### config.mk
export PLATFORM = sky130hd
export DESIGN_NAME = arc_recloser
export DESIGN_NICKNAME = d
export VERILOG_FILES = /design/src/core/arc_pkg.sv /design/src/core/arc_recloser.sv
export SDC_FILE = /design/constraint.sdc
export NUM_CORES = 2
export LEC_CHECK = 0
export ABC_AREA = 1
export BUFFER_PORTS_ARGS = -buffer_cell sky130_fd_sc_hd__buf_2
export CORE_ASPECT_RATIO = 0.5
export CORE_MARGIN = 5
export CORE_UTILIZATION = 26
export CTS_CLUSTER_SIZE = 20
export DETAILED_ROUTE_END_ITERATION = 16
export GPL_ROUTABILITY_DRIVEN = 1
export PLACE_DENSITY = 0.5
export SLEW_MARGIN = 0
export SYNTH_ARGS = -nofsm -noshare
export SYNTH_HDL_FRONTEND = slang
export SYNTH_SLANG_ARGS = --single-unit
export TNS_END_PERCENT = 10
### constraint.sdc
create_clock -name aclk -period 4.5 [get_ports aclk]
set_clock_uncertainty 0.05 [all_clocks]
set_input_delay 0.225 -clock aclk [delete_from_list [all_inputs] [get_ports aclk]]
set_output_delay 0.225 -clock aclk [all_outputs]
set_load 0.005 [all_outputs]
### src/core/arc_pkg.sv
// Constants, types and register map of the auto-recloser control block
// Behaviour
// A request during shot reclaim advances to the next enabled shot, else final trip.
// A shot uses arcing or discrimination timing, never both.
// With arcing, a request in reclaim runs the arcing timer; expiry fails the shot.
// If the request drops early, arcing pauses and reclaim timing continues.
// Shot reclaim expiry means success: go to general reclaim or ready.
// Arcing time accumulates within a shot and is compared with the fail window.
// Discrimination timer starts together with reclaim timer after the reclose.
// A request inside the discrimination window halts the recloser, no more commands.
// After a halt the operator resets the recloser and closes the breaker manually.
// Drive breaker open and close commands plus status indications.
// Every edge of commands and operational signals emits a millisecond time-stamped event; the code emits only edges whose evt_en bit is set.
// Per-shot and per-request cumulative counters, clearable on command.
// An object control failure during open or close is accepted and acted on.
// Manual open or close during an active sequence resets the sequence; the code ignores both while opening, and manual close while closing.
// Manual close during dead time with fault present goes to general reclaim, then lock-out.
// Setting changes take effect even during a running sequence.
// Input status changes produce events, each type enabled by configuration.
// Sequence start opens the collector breaker; it stays open until sequence end.
// Collector close permission only after reclaim of a successful sequence.
// The breaker object is configured in object control before enabling the recloser.
// Fault during general reclaim leads straight to final trip, then lock-out.
// A timer set to zero is skipped as if already elapsed.
// Critical lock request forces the locked state from any step.
// All timers run on a common millisecond tick with inclusive expiry.
package arc_pkg;
    localparam int NSHOT = 5;
    localparam int NREQ = 5;
    localparam int TW = 21;
    localparam int CW = 16;
    localparam int AW = 8;
    localparam int EVW = 16;
    localparam int DIVW = 18;
    localparam int TICK_PERIOD_NS = 1000000;
    localparam int CLK_PERIOD_NS = 5;
    localparam int TICK_CYCLES = TICK_PERIOD_NS / CLK_PERIOD_NS;

    localparam logic [AW-1:0] A_CTRL = 8'h00;
    localparam logic [AW-1:0] A_STATUS = 8'h04;
    localparam logic [AW-1:0] A_GRECL = 8'h08;
    localparam logic [AW-1:0] A_EVTEN = 8'h0C;
    localparam logic [AW-1:0] A_STAMP = 8'h10;
    localparam logic [AW-1:0] A_SHOT_LO = 8'h20;
    localparam logic [AW-1:0] A_SHOT_HI = 8'h70;
    localparam logic [AW-1:0] A_SCNT_LO = 8'h80;
    localparam logic [AW-1:0] A_SCNT_HI = 8'h94;
    localparam logic [AW-1:0] A_RCNT_LO = 8'hA0;
    localparam logic [AW-1:0] A_RCNT_HI = 8'hB4;
    localparam logic [2:0] SHOT_BASE_IDX = 3'h2;
    localparam logic [1:0] SUB_CFG = 2'h0;
    localparam logic [1:0] SUB_DEAD = 2'h1;
    localparam logic [1:0] SUB_ACT = 2'h2;

    localparam int C_EN = 0;
    localparam int C_GRECL = 1;
    localparam int C_MASTER = 2;
    localparam int C_CLR = 8;

    localparam logic [1:0] MODE_ARC = 2'h1;
    localparam logic [1:0] MODE_DISC = 2'h2;
    localparam logic [1:0] RESP_OKAY = 2'h0;
    localparam logic [1:0] RESP_DECERR = 2'h3;

    typedef enum logic [3:0] {
        ST_IDLE = 4'b0000,
        ST_OPENING = 4'b0001,
        ST_DEAD = 4'b0010,
        ST_CLOSING = 4'b0011,
        ST_RECLAIM = 4'b0100,
        ST_GRECL = 4'b0101,
        ST_FTRIP = 4'b0110,
        ST_LOCKOUT = 4'b0111,
        ST_HALTED = 4'b1000
    } arc_state_t;

    typedef struct packed {
        arc_state_t st;
        logic [2:0] shot;
        logic [2:0] src;
        logic [TW-1:0] t;
        logic [TW-1:0] arc;
        logic lock_after;
        logic permit;
        logic coll_open;
        logic [2:0] ctrl;
        logic [TW-1:0] grecl;
        logic [EVW-1:0] evt_en;
        logic [NSHOT-1:0] shot_en;
        logic [NSHOT-1:0][1:0] mode;
        logic [NSHOT-1:0][TW-1:0] dead;
        logic [NSHOT-1:0][TW-1:0] act;
        logic [NSHOT-1:0][TW-1:0] recl;
        logic [NSHOT-1:0][CW-1:0] scnt;
        logic [NREQ-1:0][CW-1:0] rcnt;
        logic [DIVW-1:0] div;
        logic [31:0] stamp;
        logic [EVW-1:0] ev_prev;
        logic evt_valid;
        logic [EVW-1:0] evt_chg;
        logic [EVW-1:0] evt_lvl;
        logic [31:0] evt_stamp;
        logic awg;
        logic [AW-1:0] awa;
        logic wg;
        logic [31:0] wd;
        logic [3:0] ws;
        logic bvalid;
        logic [1:0] bresp;
        logic rvalid;
        logic [31:0] rdata;
        logic [1:0] rresp;
    } arc_regs_t;
endpackage

### src/core/arc_recloser.sv
// Auto-recloser sequence control with AXI4-Lite register access
`timescale 1ns/1ps
`default_nettype none
module arc_recloser
    import arc_pkg::*;
#(
    parameter int MS_CYCLES = TICK_CYCLES
) (
    input wire logic aclk,
    input wire logic aresetn,
    input wire logic [AW-1:0] s_axi_awaddr,
    input wire logic s_axi_awvalid,
    output logic s_axi_awready,
    input wire logic [31:0] s_axi_wdata,
    input wire logic [3:0] s_axi_wstrb,
    input wire logic s_axi_wvalid,
    output logic s_axi_wready,
    output logic [1:0] s_axi_bresp,
    output logic s_axi_bvalid,
    input wire logic s_axi_bready,
    input wire logic [AW-1:0] s_axi_araddr,
    input wire logic s_axi_arvalid,
    output logic s_axi_arready,
    output logic [31:0] s_axi_rdata,
    output logic [1:0] s_axi_rresp,
    output logic s_axi_rvalid,
    input wire logic s_axi_rready,
    input wire logic ar_on,
    input wire logic [NREQ-1:0] req,
    input wire logic critical_lock_request,
    input wire logic manual_reset,
    input wire logic brk_closed,
    input wire logic obj_fail,
    input wire logic man_open,
    input wire logic man_close,
    output logic obj_open,
    output logic obj_close,
    output logic running,
    output logic in_progress,
    output logic [NREQ-1:0] req_on,
    output logic [NSHOT-1:0] shot_running,
    output logic seq_finished,
    output logic locked,
    output logic halted,
    output logic general_reclaim_active,
    output logic collector_open,
    output logic collector_close_permit,
    output logic evt_valid,
    output logic [EVW-1:0] evt_chg,
    output logic [EVW-1:0] evt_lvl,
    output logic [31:0] evt_stamp
);
    arc_regs_t s_r;
    arc_regs_t s_nxt;

    // Lowest enabled shot index at or above 'from'; bit 3 flags a hit
    function automatic logic [3:0] find_shot(input logic [NSHOT-1:0] en, input logic [2:0] from);
        find_shot = '0;
        for (int i = NSHOT - 1; i >= 0; i--) begin
            if (en[i] && 3'(i) >= from) begin
                find_shot = {1'b1, 3'(i)};
            end
        end
    endfunction

    function automatic logic addr_ok(input logic [AW-1:0] a);
        addr_ok = (a == A_CTRL) || (a == A_STATUS) || (a == A_GRECL) || (a == A_EVTEN) || (a == A_STAMP)
            || (a >= A_SHOT_LO && a < A_SHOT_HI) || (a >= A_SCNT_LO && a < A_SCNT_HI)
            || (a >= A_RCNT_LO && a < A_RCNT_HI);
    endfunction

    function automatic logic [31:0] rd(input arc_regs_t r, input logic [AW-1:0] a);
        logic [2:0] i;
        logic [2:0] k;
        i = a[6:4] - SHOT_BASE_IDX;
        k = a[4:2];
        rd = '0;
        if (a == A_CTRL) begin
            rd = {29'h0000_0000, r.ctrl};
        end else if (a == A_STATUS) begin
            rd = {19'h0_0000, r.lock_after, r.coll_open, r.permit, r.src, r.shot, r.st};
        end else if (a == A_GRECL) begin
            rd = 32'(r.grecl);
        end else if (a == A_EVTEN) begin
            rd = 32'(r.evt_en);
        end else if (a == A_STAMP) begin
            rd = r.stamp;
        end else if (a >= A_SHOT_LO && a < A_SHOT_HI) begin
            unique case (a[3:2])
                SUB_CFG: rd = {29'h0000_0000, r.mode[i], r.shot_en[i]};
                SUB_DEAD: rd = 32'(r.dead[i]);
                SUB_ACT: rd = 32'(r.act[i]);
                default: rd = 32'(r.recl[i]);
            endcase
        end else if (a >= A_SCNT_LO && a < A_SCNT_HI) begin
            rd = 32'(r.scnt[k]);
        end else if (a >= A_RCNT_LO && a < A_RCNT_HI) begin
            rd = 32'(r.rcnt[k]);
        end
    endfunction

    function automatic logic [31:0] merge(input logic [31:0] old, input logic [31:0] d, input logic [3:0] st);
        for (int b = 0; b < 4; b++) begin
            merge[b*8 +: 8] = st[b] ? d[b*8 +: 8] : old[b*8 +: 8];
        end
    endfunction

    logic tick;
    logic ar_en;
    logic hit;
    logic [2:0] pr;
    logic [3:0] first;
    logic [3:0] nxt;
    logic [EVW-1:0] ev_now;
    logic [31:0] wd;
    logic [2:0] wi;
    logic [2:0] wk;
    logic st_running;

    assign st_running = (s_r.st == ST_OPENING) || (s_r.st == ST_DEAD) || (s_r.st == ST_CLOSING)
        || (s_r.st == ST_RECLAIM);

    assign obj_open = (s_r.st == ST_OPENING) || (s_r.st == ST_FTRIP);
    assign obj_close = (s_r.st == ST_CLOSING);
    assign running = st_running;
    assign in_progress = (s_r.st == ST_DEAD);
    assign req_on = st_running ? NREQ'(1 << s_r.src) : '0;
    assign shot_running = st_running ? NSHOT'(1 << s_r.shot) : '0;
    assign locked = (s_r.st == ST_LOCKOUT);
    assign halted = (s_r.st == ST_HALTED);
    assign general_reclaim_active = (s_r.st == ST_GRECL);
    assign collector_open = s_r.coll_open;
    assign collector_close_permit = s_r.permit;
    assign evt_valid = s_r.evt_valid;
    assign evt_chg = s_r.evt_chg;
    assign evt_lvl = s_r.evt_lvl;
    assign evt_stamp = s_r.evt_stamp;
    assign s_axi_awready = !s_r.awg;
    assign s_axi_wready = !s_r.wg;
    assign s_axi_bvalid = s_r.bvalid;
    assign s_axi_bresp = s_r.bresp;
    assign s_axi_arready = !s_r.rvalid;
    assign s_axi_rvalid = s_r.rvalid;
    assign s_axi_rdata = s_r.rdata;
    assign s_axi_rresp = s_r.rresp;

    always_comb begin
        s_nxt = s_r;
        // One millisecond base shared by every timer and the time stamp
        tick = (s_r.div == DIVW'(MS_CYCLES - 1));
        s_nxt.div = tick ? '0 : s_r.div + 1'b1;
        s_nxt.stamp = s_r.stamp + 32'(tick);
        if (tick && !(&s_r.t)) begin
            s_nxt.t = s_r.t + 1'b1;
        end
        ar_en = s_r.ctrl[C_EN] && ar_on;
        hit = |req;
        pr = '0;
        for (int j = NREQ - 1; j >= 0; j--) begin
            if (req[j]) begin
                pr = 3'(j);
            end
        end
        first = find_shot(s_r.shot_en, 3'h0);
        nxt = find_shot(s_r.shot_en, s_r.shot + 3'h1);

        // Bus side: address and data taken in either order
        if (s_axi_awvalid && !s_r.awg) begin
            s_nxt.awg = 1'b1;
            s_nxt.awa = s_axi_awaddr;
        end
        if (s_axi_wvalid && !s_r.wg) begin
            s_nxt.wg = 1'b1;
            s_nxt.wd = s_axi_wdata;
            s_nxt.ws = s_axi_wstrb;
        end
        if (s_r.bvalid && s_axi_bready) begin
            s_nxt.bvalid = 1'b0;
        end
        wd = merge(rd(s_r, s_r.awa), s_r.wd, s_r.ws);
        wi = s_r.awa[6:4] - SHOT_BASE_IDX;
        wk = s_r.awa[4:2];
        if (s_r.awg && s_r.wg && !s_r.bvalid) begin
            s_nxt.awg = 1'b0;
            s_nxt.wg = 1'b0;
            s_nxt.bvalid = 1'b1;
            s_nxt.bresp = addr_ok(s_r.awa) ? RESP_OKAY : RESP_DECERR;
            if (s_r.awa == A_CTRL) begin
                s_nxt.ctrl = wd[2:0];
                if (wd[C_CLR] && s_r.ws[1]) begin
                    s_nxt.scnt = '0;
                    s_nxt.rcnt = '0;
                end
            end else if (s_r.awa == A_GRECL) begin
                s_nxt.grecl = wd[TW-1:0];
            end else if (s_r.awa == A_EVTEN) begin
                s_nxt.evt_en = wd[EVW-1:0];
            end else if (s_r.awa >= A_SHOT_LO && s_r.awa < A_SHOT_HI) begin
                unique case (s_r.awa[3:2])
                    SUB_CFG: begin
                        s_nxt.shot_en[wi] = wd[0];
                        // One two-bit field, so arcing and discrimination exclude each other
                        s_nxt.mode[wi] = wd[2:1];
                    end
                    SUB_DEAD: s_nxt.dead[wi] = wd[TW-1:0];
                    SUB_ACT: s_nxt.act[wi] = wd[TW-1:0];
                    default: s_nxt.recl[wi] = wd[TW-1:0];
                endcase
            end
        end
        if (s_r.rvalid && s_axi_rready) begin
            s_nxt.rvalid = 1'b0;
        end
        if (s_axi_arvalid && !s_r.rvalid) begin
            s_nxt.rvalid = 1'b1;
            s_nxt.rdata = addr_ok(s_axi_araddr) ? rd(s_r, s_axi_araddr) : '0;
            s_nxt.rresp = addr_ok(s_axi_araddr) ? RESP_OKAY : RESP_DECERR;
        end

        // Sequence; settings are read live each cycle, never latched per sequence
        if (!ar_en) begin
            s_nxt.st = ST_IDLE;
        end else if (critical_lock_request) begin
            s_nxt.st = ST_LOCKOUT;
        end else begin
            unique case (s_r.st)
                ST_IDLE: begin
                    if (hit && brk_closed && first[3]) begin
                        s_nxt.st = ST_OPENING;
                        s_nxt.shot = first[2:0];
                        s_nxt.src = pr;
                        s_nxt.rcnt[pr] = s_nxt.rcnt[pr] + 1'b1;
                        s_nxt.coll_open = s_r.ctrl[C_MASTER];
                        s_nxt.permit = 1'b0;
                    end
                end
                ST_OPENING: begin
                    if (obj_fail) begin
                        s_nxt.st = ST_LOCKOUT;
                    end else if (!brk_closed) begin
                        s_nxt.st = ST_DEAD;
                    end
                end
                ST_DEAD: begin
                    if (man_close && hit) begin
                        s_nxt.st = ST_GRECL;
                        s_nxt.lock_after = 1'b1;
                    end else if (man_open || man_close) begin
                        s_nxt.st = ST_IDLE;
                    end else if (s_r.t >= s_r.dead[s_r.shot]) begin
                        // Zero setting expires on entry
                        s_nxt.st = ST_CLOSING;
                        s_nxt.scnt[s_r.shot] = s_nxt.scnt[s_r.shot] + 1'b1;
                    end
                end
                ST_CLOSING: begin
                    if (obj_fail) begin
                        s_nxt.st = ST_LOCKOUT;
                    end else if (man_open) begin
                        s_nxt.st = ST_IDLE;
                    end else if (brk_closed) begin
                        // Reclaim and discrimination share the one timer, so they start together
                        s_nxt.st = ST_RECLAIM;
                    end
                end
                ST_RECLAIM: begin
                    if (man_open || man_close) begin
                        s_nxt.st = ST_IDLE;
                    end else if (hit && s_r.mode[s_r.shot] == MODE_DISC && s_r.t < s_r.act[s_r.shot]) begin
                        s_nxt.st = ST_HALTED;
                    end else if (hit && s_r.mode[s_r.shot] == MODE_ARC && s_r.arc < s_r.act[s_r.shot]) begin
                        // Accumulates only while the request stands, kept between activations
                        if (tick) begin
                            s_nxt.arc = s_r.arc + 1'b1;
                        end
                    end else if (hit) begin
                        if (nxt[3]) begin
                            s_nxt.st = ST_OPENING;
                            s_nxt.shot = nxt[2:0];
                        end else begin
                            s_nxt.st = ST_FTRIP;
                        end
                    end else if (s_r.t >= s_r.recl[s_r.shot]) begin
                        if (s_r.ctrl[C_GRECL]) begin
                            s_nxt.st = ST_GRECL;
                        end else begin
                            s_nxt.st = ST_IDLE;
                            s_nxt.permit = s_r.ctrl[C_MASTER];
                        end
                    end
                end
                ST_GRECL: begin
                    if (hit && !s_r.lock_after) begin
                        s_nxt.st = ST_FTRIP;
                    end else if (s_r.t >= s_r.grecl) begin
                        if (s_r.lock_after) begin
                            s_nxt.st = ST_LOCKOUT;
                        end else begin
                            s_nxt.st = ST_IDLE;
                            s_nxt.permit = s_r.ctrl[C_MASTER];
                        end
                    end
                end
                ST_FTRIP: begin
                    if (!brk_closed || obj_fail) begin
                        s_nxt.st = ST_LOCKOUT;
                    end
                end
                ST_LOCKOUT, ST_HALTED: begin
                    // Halt issues no breaker command; operator must reset and close by hand
                    if (manual_reset) begin
                        s_nxt.st = ST_IDLE;
                    end
                end
                default: s_nxt.st = ST_IDLE;
            endcase
        end
        if (s_nxt.st != s_r.st) begin
            s_nxt.t = '0;
        end
        if (s_nxt.st == ST_OPENING && (s_r.st != ST_OPENING)) begin
            s_nxt.arc = '0;
        end
        // Collector stays open until the sequence is over
        if (s_nxt.st == ST_IDLE) begin
            s_nxt.coll_open = 1'b0;
            s_nxt.lock_after = 1'b0;
        end

        // One event word per cycle carries every masked edge, so none is lost
        ev_now = {ar_on, manual_reset, critical_lock_request, req, seq_finished, general_reclaim_active,
            halted, locked, in_progress, running, obj_close, obj_open};
        s_nxt.ev_prev = ev_now;
        s_nxt.evt_chg = (ev_now ^ s_r.ev_prev) & s_r.evt_en;
        s_nxt.evt_valid = |s_nxt.evt_chg;
        s_nxt.evt_lvl = ev_now;
        s_nxt.evt_stamp = s_r.stamp;
    end

    assign seq_finished = (s_r.st == ST_RECLAIM) && !nxt[3];

    always_ff @(posedge aclk) begin
        if (!aresetn) begin
            s_r <= '0;
        end else begin
            s_r <= s_nxt;
        end
    end
endmodule
`default_nettype wire

# Yosys cells after proc, flatten, opt, wreduce, memory -nomap -nowiden
# Index checks and enable logic that the tools add are counted.
# W data, S select, Z words.
# word_totals
regBits	772
in_bits	71
output_inout_bits	126
wordCells	395
# classes
addsub	9
n_lt_le_gt_ge	31
n_eq_ne	38
shift	2
n_mux	153
n_bitwise	10
reduce_logical	94
# op_table
cell	n
$mux W160	5
$bmux W21 S3	9
$mux W80	6
$mux W21	16
$bwmux W105	3
$bmux W16 S3	6
$mux W32	7
$mux W16	12
$bwmux W80	2
$pmux W21 S3	2
$mux W4	28
$demux W16 S3	2
$demux W21 S3	1
$ge A21 B21 Y1	3
$add A21 B1 Y21 const B	2
$lt A21 B21 Y1	2
$mux W3	13
$mux W35	1
$logic_and A1 B1 Y1	34
$add A16 B1 Y16 const B	2
$add A32 B1 Y32	1
$eq A8 B4 Y1 const B	4
$ge A8 B8 Y1 const B	4
$lt A8 B8 Y1 const B	4
61 further kinds	168

# Longest topological paths before layout
# depth
depth_word	25
mapped_depth	32
mapped_depth_nobuf	27

# Worst setup path after synthesis
# Ideal clock, no wire load.
# synth_timing
path_kind	reg2reg
start	register s_r[793] (netlist bit)
end	register s_r[304] (netlist bit)
setup_time_ps	70
arrival_ps	3949
required_time_ps	4380
path_slack_ps	431
stages_incl_launch_ff	24
path_buffers	5
synth_period_minus_slack_ps	4069
path_cell_list	dfxtp_1 -> buf_4 -> inv_2 -> nand3_1 -> clkbuf_1 -> buf_1 -> clkbuf_1 -> o221ai_1 -> a221oi_1 -> ha_1 -> nand2_1 -> nand2_1 -> o21bai_1 -> nand2_1 -> nand2_1 -> nand4_1 -> nand2_1 -> nor2_1 -> nand2_1 -> clkinv_1 -> nand2_1 -> clkbuf_1 -> o21ai_0 -> a21oi_1
# synth_between
elab_chain_cells	11
elab_cells_between_ends	18
classes_between	add/sub: 1; order compare: 3; mux: 13; reduce/logical: 1
# synth_lines
element	line	text
from (decl)	arc_recloser.sv:53	arc_regs_t s_r;
from (signal assigned)	arc_recloser.sv:346	s_r <= s_nxt;
branches (longest 5 deep; another with $add A16 B1 Y16)	-	
$mux W80 *	arc_recloser.sv:250	end else if (s_r.t >= s_r.dead[s_r.shot]) begin
$mux W80 *	arc_recloser.sv:248	end else if (man_open || man_close) begin
$mux W80 *	arc_recloser.sv:245	if (man_close && hit) begin
$mux W80 *	arc_recloser.sv:226	unique case (s_r.st)
$mux W160 *	arc_recloser.sv:223	end else if (critical_lock_request) begin
$mux W160 *	arc_recloser.sv:221	if (!ar_en) begin
# Mark *: on every way between the ends. The select of a mux whose other input is x is not followed.
# A chain may end at the register's enable or synchronous reset.

# Worst setup path in the final report
# layout_timing
start	register s_r[794] (netlist bit)
end	register s_r[785] (netlist bit)
# layout_between
elab_chain_cells	18
elab_cells_between_ends	48
classes_between	add/sub: 1; order compare: 9; eq/ne: 3; mux: 25; reduce/logical: 10
# layout_lines
element	line	text
$add A3 B1 Y3	arc_recloser.sv:165	nxt = find_shot(s_r.shot_en, s_r.shot + 3'h1);
$ge A3 B3 Y1	arc_recloser.sv:60	if (en[i] && 3'(i) >= from) begin
$logic_and A1 B1 Y1	arc_recloser.sv:60	
$mux W4 (5 in a row)	arc_recloser.sv:60	
$mux W3	arc_recloser.sv:277	if (nxt[3]) begin
$mux W4	arc_recloser.sv:276	end else if (hit) begin
$mux W7	arc_recloser.sv:271	end else if (hit && s_r.mode[s_r.shot] == MODE_ARC && s_r.arc < s_r.act[s_r.shot]) begin
$mux W4	arc_recloser.sv:269	end else if (hit && s_r.mode[s_r.shot] == MODE_DISC && s_r.t < s_r.act[s_r.shot]) begin
$mux W4	arc_recloser.sv:267	if (man_open || man_close) begin
$pmux W4 S8 *	arc_recloser.sv:226	
$mux W4 *	arc_recloser.sv:223	
$mux W4 *	arc_recloser.sv:221	
$ne A4 B4 Y1 *	arc_recloser.sv:318	if (s_nxt.st != s_r.st) begin
$reduce_or A2 Y1 (no line) *	-	
# Mark *: on every way between the ends. The rest lies on a longest branch, timed or not. The select of a mux whose other input is x is not followed.

==> results.md <==
* Post-synth EDFFs at 0
* Max_cap viols at 0
* Antenna violations before repair at 17
* Lkg Pwr at 25.6 nW
* Area share of the largest cell type after synthesis at 31.5%
* Vias in the first global route at 51,161
* First-pass GRT wire length at 374 mm
* Pre-CTS setup slack at 0.0290 ns
* Die Wd at 624 um
* H-tree Lvls at 3
* Final setup viols at 0
* DR WL/cell at 25.6 um
* Ys flop type: dfxtp_1
* WP data required at 5.11 ns
* Initial Util at 26.2%
* Syn Area/Cell at 6.39 sq um
* Root buffer cell: clkbuf_16
* CP Max Fanout at 21
* CTS sink count at 770
* CTS tree: built
* Yosys reg bits at 770
* Clk Latency, worst-skew pair at 0.75 ns
* Met1 GRT Util at 35.0%
* Final period utilization at 96.3%
* VDD IR max at 310 uV
* Cells after Synth at 7,671
* Synth Cell Area at 49,000 sq um
* Die ar. at 198,000 sq um
* Drt pass-1 iters at 9
* Grt total ovfl at 0
* Final worst slack at 0.169 ns
* Pin count of the biggest net entering global routing at 155
* Final wirelength at 266 mm
* Number of warnings issued by yosys at 0
* Commonest non-fill, non-tap cell in the layout: nand2_1
* TritonCTS Buffers at 89
* Yosys top cell by area: dfxtp_1
* R2R Path Start: s_r[794]$_SDFFE_PN0P_
* Inst Count DP at 10,142
* ANT nets after route at 0
* Pwr/cell area at 303 nW/um^2
* Critical path class: reg2reg
* Ratio of cells with drive above 1 in the final layout at 10.7%
* Final hold vios at 0
* GR peak layer: met2
* Sequential share of the synthesized area at 31.5%
* Drt via density at 5.45
* Clock transition at the registers of the reported paths at 0.06 ns
* Post-synth cell types at 74
* IO Pins at 197
* Asr flop ratio synth at 0%
* Area delta synth->final at 17.3%
* Critical path arrival at 4.94 ns
* Routing usage on met3 at 6.25%
* Relative slew slack at 6.72%
* Buffers on Ports at 184
* HPWL reported at the end of detailed placement at 190 mm
* Gp weighted congestion at 0.996
* Net count, final at 7,981
* Met2 Use GR at 37.3%
* Final Util at 30.7%
* Via count at 56,465
* Commonest cells after routing, fill and taps aside: 1,473 x nand2_1, 1,168 x inv_1, 768 x dfxtp_1
* Achievable Freq at 0.231 GHz
* Worst Tran Pin Value at 1.40 ns
* # DRC at 0
* CP endpoint kind: register
* Critical path origin: s_r[794]$_SDFFE_PN0P_
* Die Y at 317 um
* Hold WS at 0.202 ns
* Site row count at 112
* Max Slew Vio Count at 0
* Post-Syn Nets at 7,865
* Min-delay src: s_axi_wdata[2]
* Core ar. at 187,000 sq um
* Leading post-synthesis cells by cell area: dfxtp_1 31%, nand2_1 11%, inv_1 9.0%
* Status: completed
* Startpoint Class: register
* Finished Layout Cells at 10,370
* Total track usage at 25.6%
* Initial drt markers at 8,432
* Hold crit path type: in2reg
* Worst-case clock buffer depth at 3
* Final Critical Period at 4.33 ns
[logic make-up after synthesis]
logic type / Yosys count / share of synthesized area, %
DFF: 770 / 31.5
xor gates and xnor gates: 53 / 1.10
buffers and inverters: 1784 / 14.8
AOI/OAI and AO/OA: 2136 / 25.1
adders and majority gates: 123 / 3.14
and+or+nand+nor: 2802 / 24.3
muxes: 3 / 0.0664
[where the power goes]
part / internal (mW) / leakage (nW) / switching (mW)
Clock: 4.78 / 1.55 / 3.41
Combinational: 0.561 / 17.8 / 1.75
Sequential: 6.86 / 6.21 / 0.0356
[path summary, 6_finish.rpt]
path	end	slack, ns	depth (start not counted)
worst max-delay path	s_r[785]$_SDFFE_PP0P_	0.17	25
worst min-delay path	s_r[44]$_SDFFE_PN0P_	0.20	4
worst max register to register	s_r[785]$_SDFFE_PP0P_	0.17	25
worst min register to register	s_r[197]$_SDFF_PP0_	0.39	1
[cell usage after synthesis (all sizes together), types with 2 or more instances]
| library cell | count |
|---|---|
| o32ai | 2 |
| clkbuf | 326 |
| dfxtp | 770 |
| nor3b | 14 |
| xor2 | 39 |
| ha | 123 |
| xnor2 | 14 |
| inv | 1195 |
| o211ai | 52 |
| a41oi | 2 |
| and3 | 4 |
| a21o | 6 |
| o21ai | 706 |
| o21a | 13 |
| nor4b | 2 |
| nor3 | 87 |
| o31ai | 5 |
| o311ai | 11 |
| nor4 | 23 |
| a31oi | 36 |
| mux2 | 2 |
| nand4 | 64 |
| or2 | 14 |
| a22oi | 14 |
| o22ai | 278 |
| o221ai | 79 |
| nand2 | 1496 |
| buf | 237 |
| a21oi | 744 |
| nand3 | 511 |
| nand3b | 2 |
| nor2 | 579 |
| a21boi | 2 |
| a211oi | 27 |
| clkinv | 26 |
| o2111ai | 77 |
| o21bai | 20 |
| and2 | 3 |
| a221oi | 56 |
[worst max-delay path, stage by stage (launching register included)]
cell      delay, ns
dfxtp_1        0.45
nor2_2         0.11
nand2_2        0.16
buf_12         0.19
buf_4          0.33
o221ai_1       0.18
a221oi_1       0.49
ha_1           0.36
nand2_1        0.07
nand2_1        0.05
nand3_1        0.06
nand3_1        0.08
nand2_1        0.14
nand3_1        0.13
nor2_1         0.16
nand3_1        0.09
nand3_1        0.07
nand2_1        0.05
nand2_1        0.08
nand3_1        0.09
nand2_1        0.11
nand2_1        0.05
nand2_1        0.05
nand4_1        0.24
buf_12         0.25
nor2_1         0.10
[area by class of cell]
type | count | area (sq um)
clock buffers | 123 | 2640
multi-input cells | 5117 | 26500
diodes | 6 | 15.0
flip-flops and latches | 770 | 15400
repair buffers | 588 | 4650
clock inverters | 37 | 527
inverters | 1221 | 4600
fillers | 20706 | 129000
well taps | 2508 | 3140
[sequential cells by signal, indices dropped and copies added, names as in the netlist]
register,cells
s_nxt,32
evt_lvl,16
s_axi_rdata,32
evt_stamp,32
s_axi_bvalid,1
s_axi_rresp,1
s_axi_rvalid,1
collector_open,1
collector_close_permit,1
s_r,635
evt_chg,16
s_axi_bresp,1
evt_valid,1
[repair_timing]
action / in CTS / in global routing
setup endpoints to repair: 2 / 64
setup buffers: 0 / 4
hold buffers: 56 / 0
gates resized for setup: 1 / 18
pin swaps: 0 / 1
gates cloned: 0 / 1
hold endpoints to repair: 72 / 0
[metal layers]
layer | up-vias | part of all wire [%]
li1 | 25680 | -
met3 | 686 | 11
met4 | 10 | 5.8
met5 | - | 0.021
met2 | 3408 | 41
met1 | 26681 | 42
[metrics by stage]
| step | TNS, ns | area [sq um] | total power [mW] |
|---|---|---|---|
| after global placement | 0 | 53600 | 9.21 |
| after floorplan | 0 | 49000 | 8.06 |
| after detailed placement | 0 | 53600 | 9.20 |
| after global routing | -0.0450 | 57500 | 17.7 |
| final | 0 | 57500 | 17.4 |
| after CTS | 0 | 57300 | 17.4 |
Note: power is estimated with default switching activity, not from simulation.
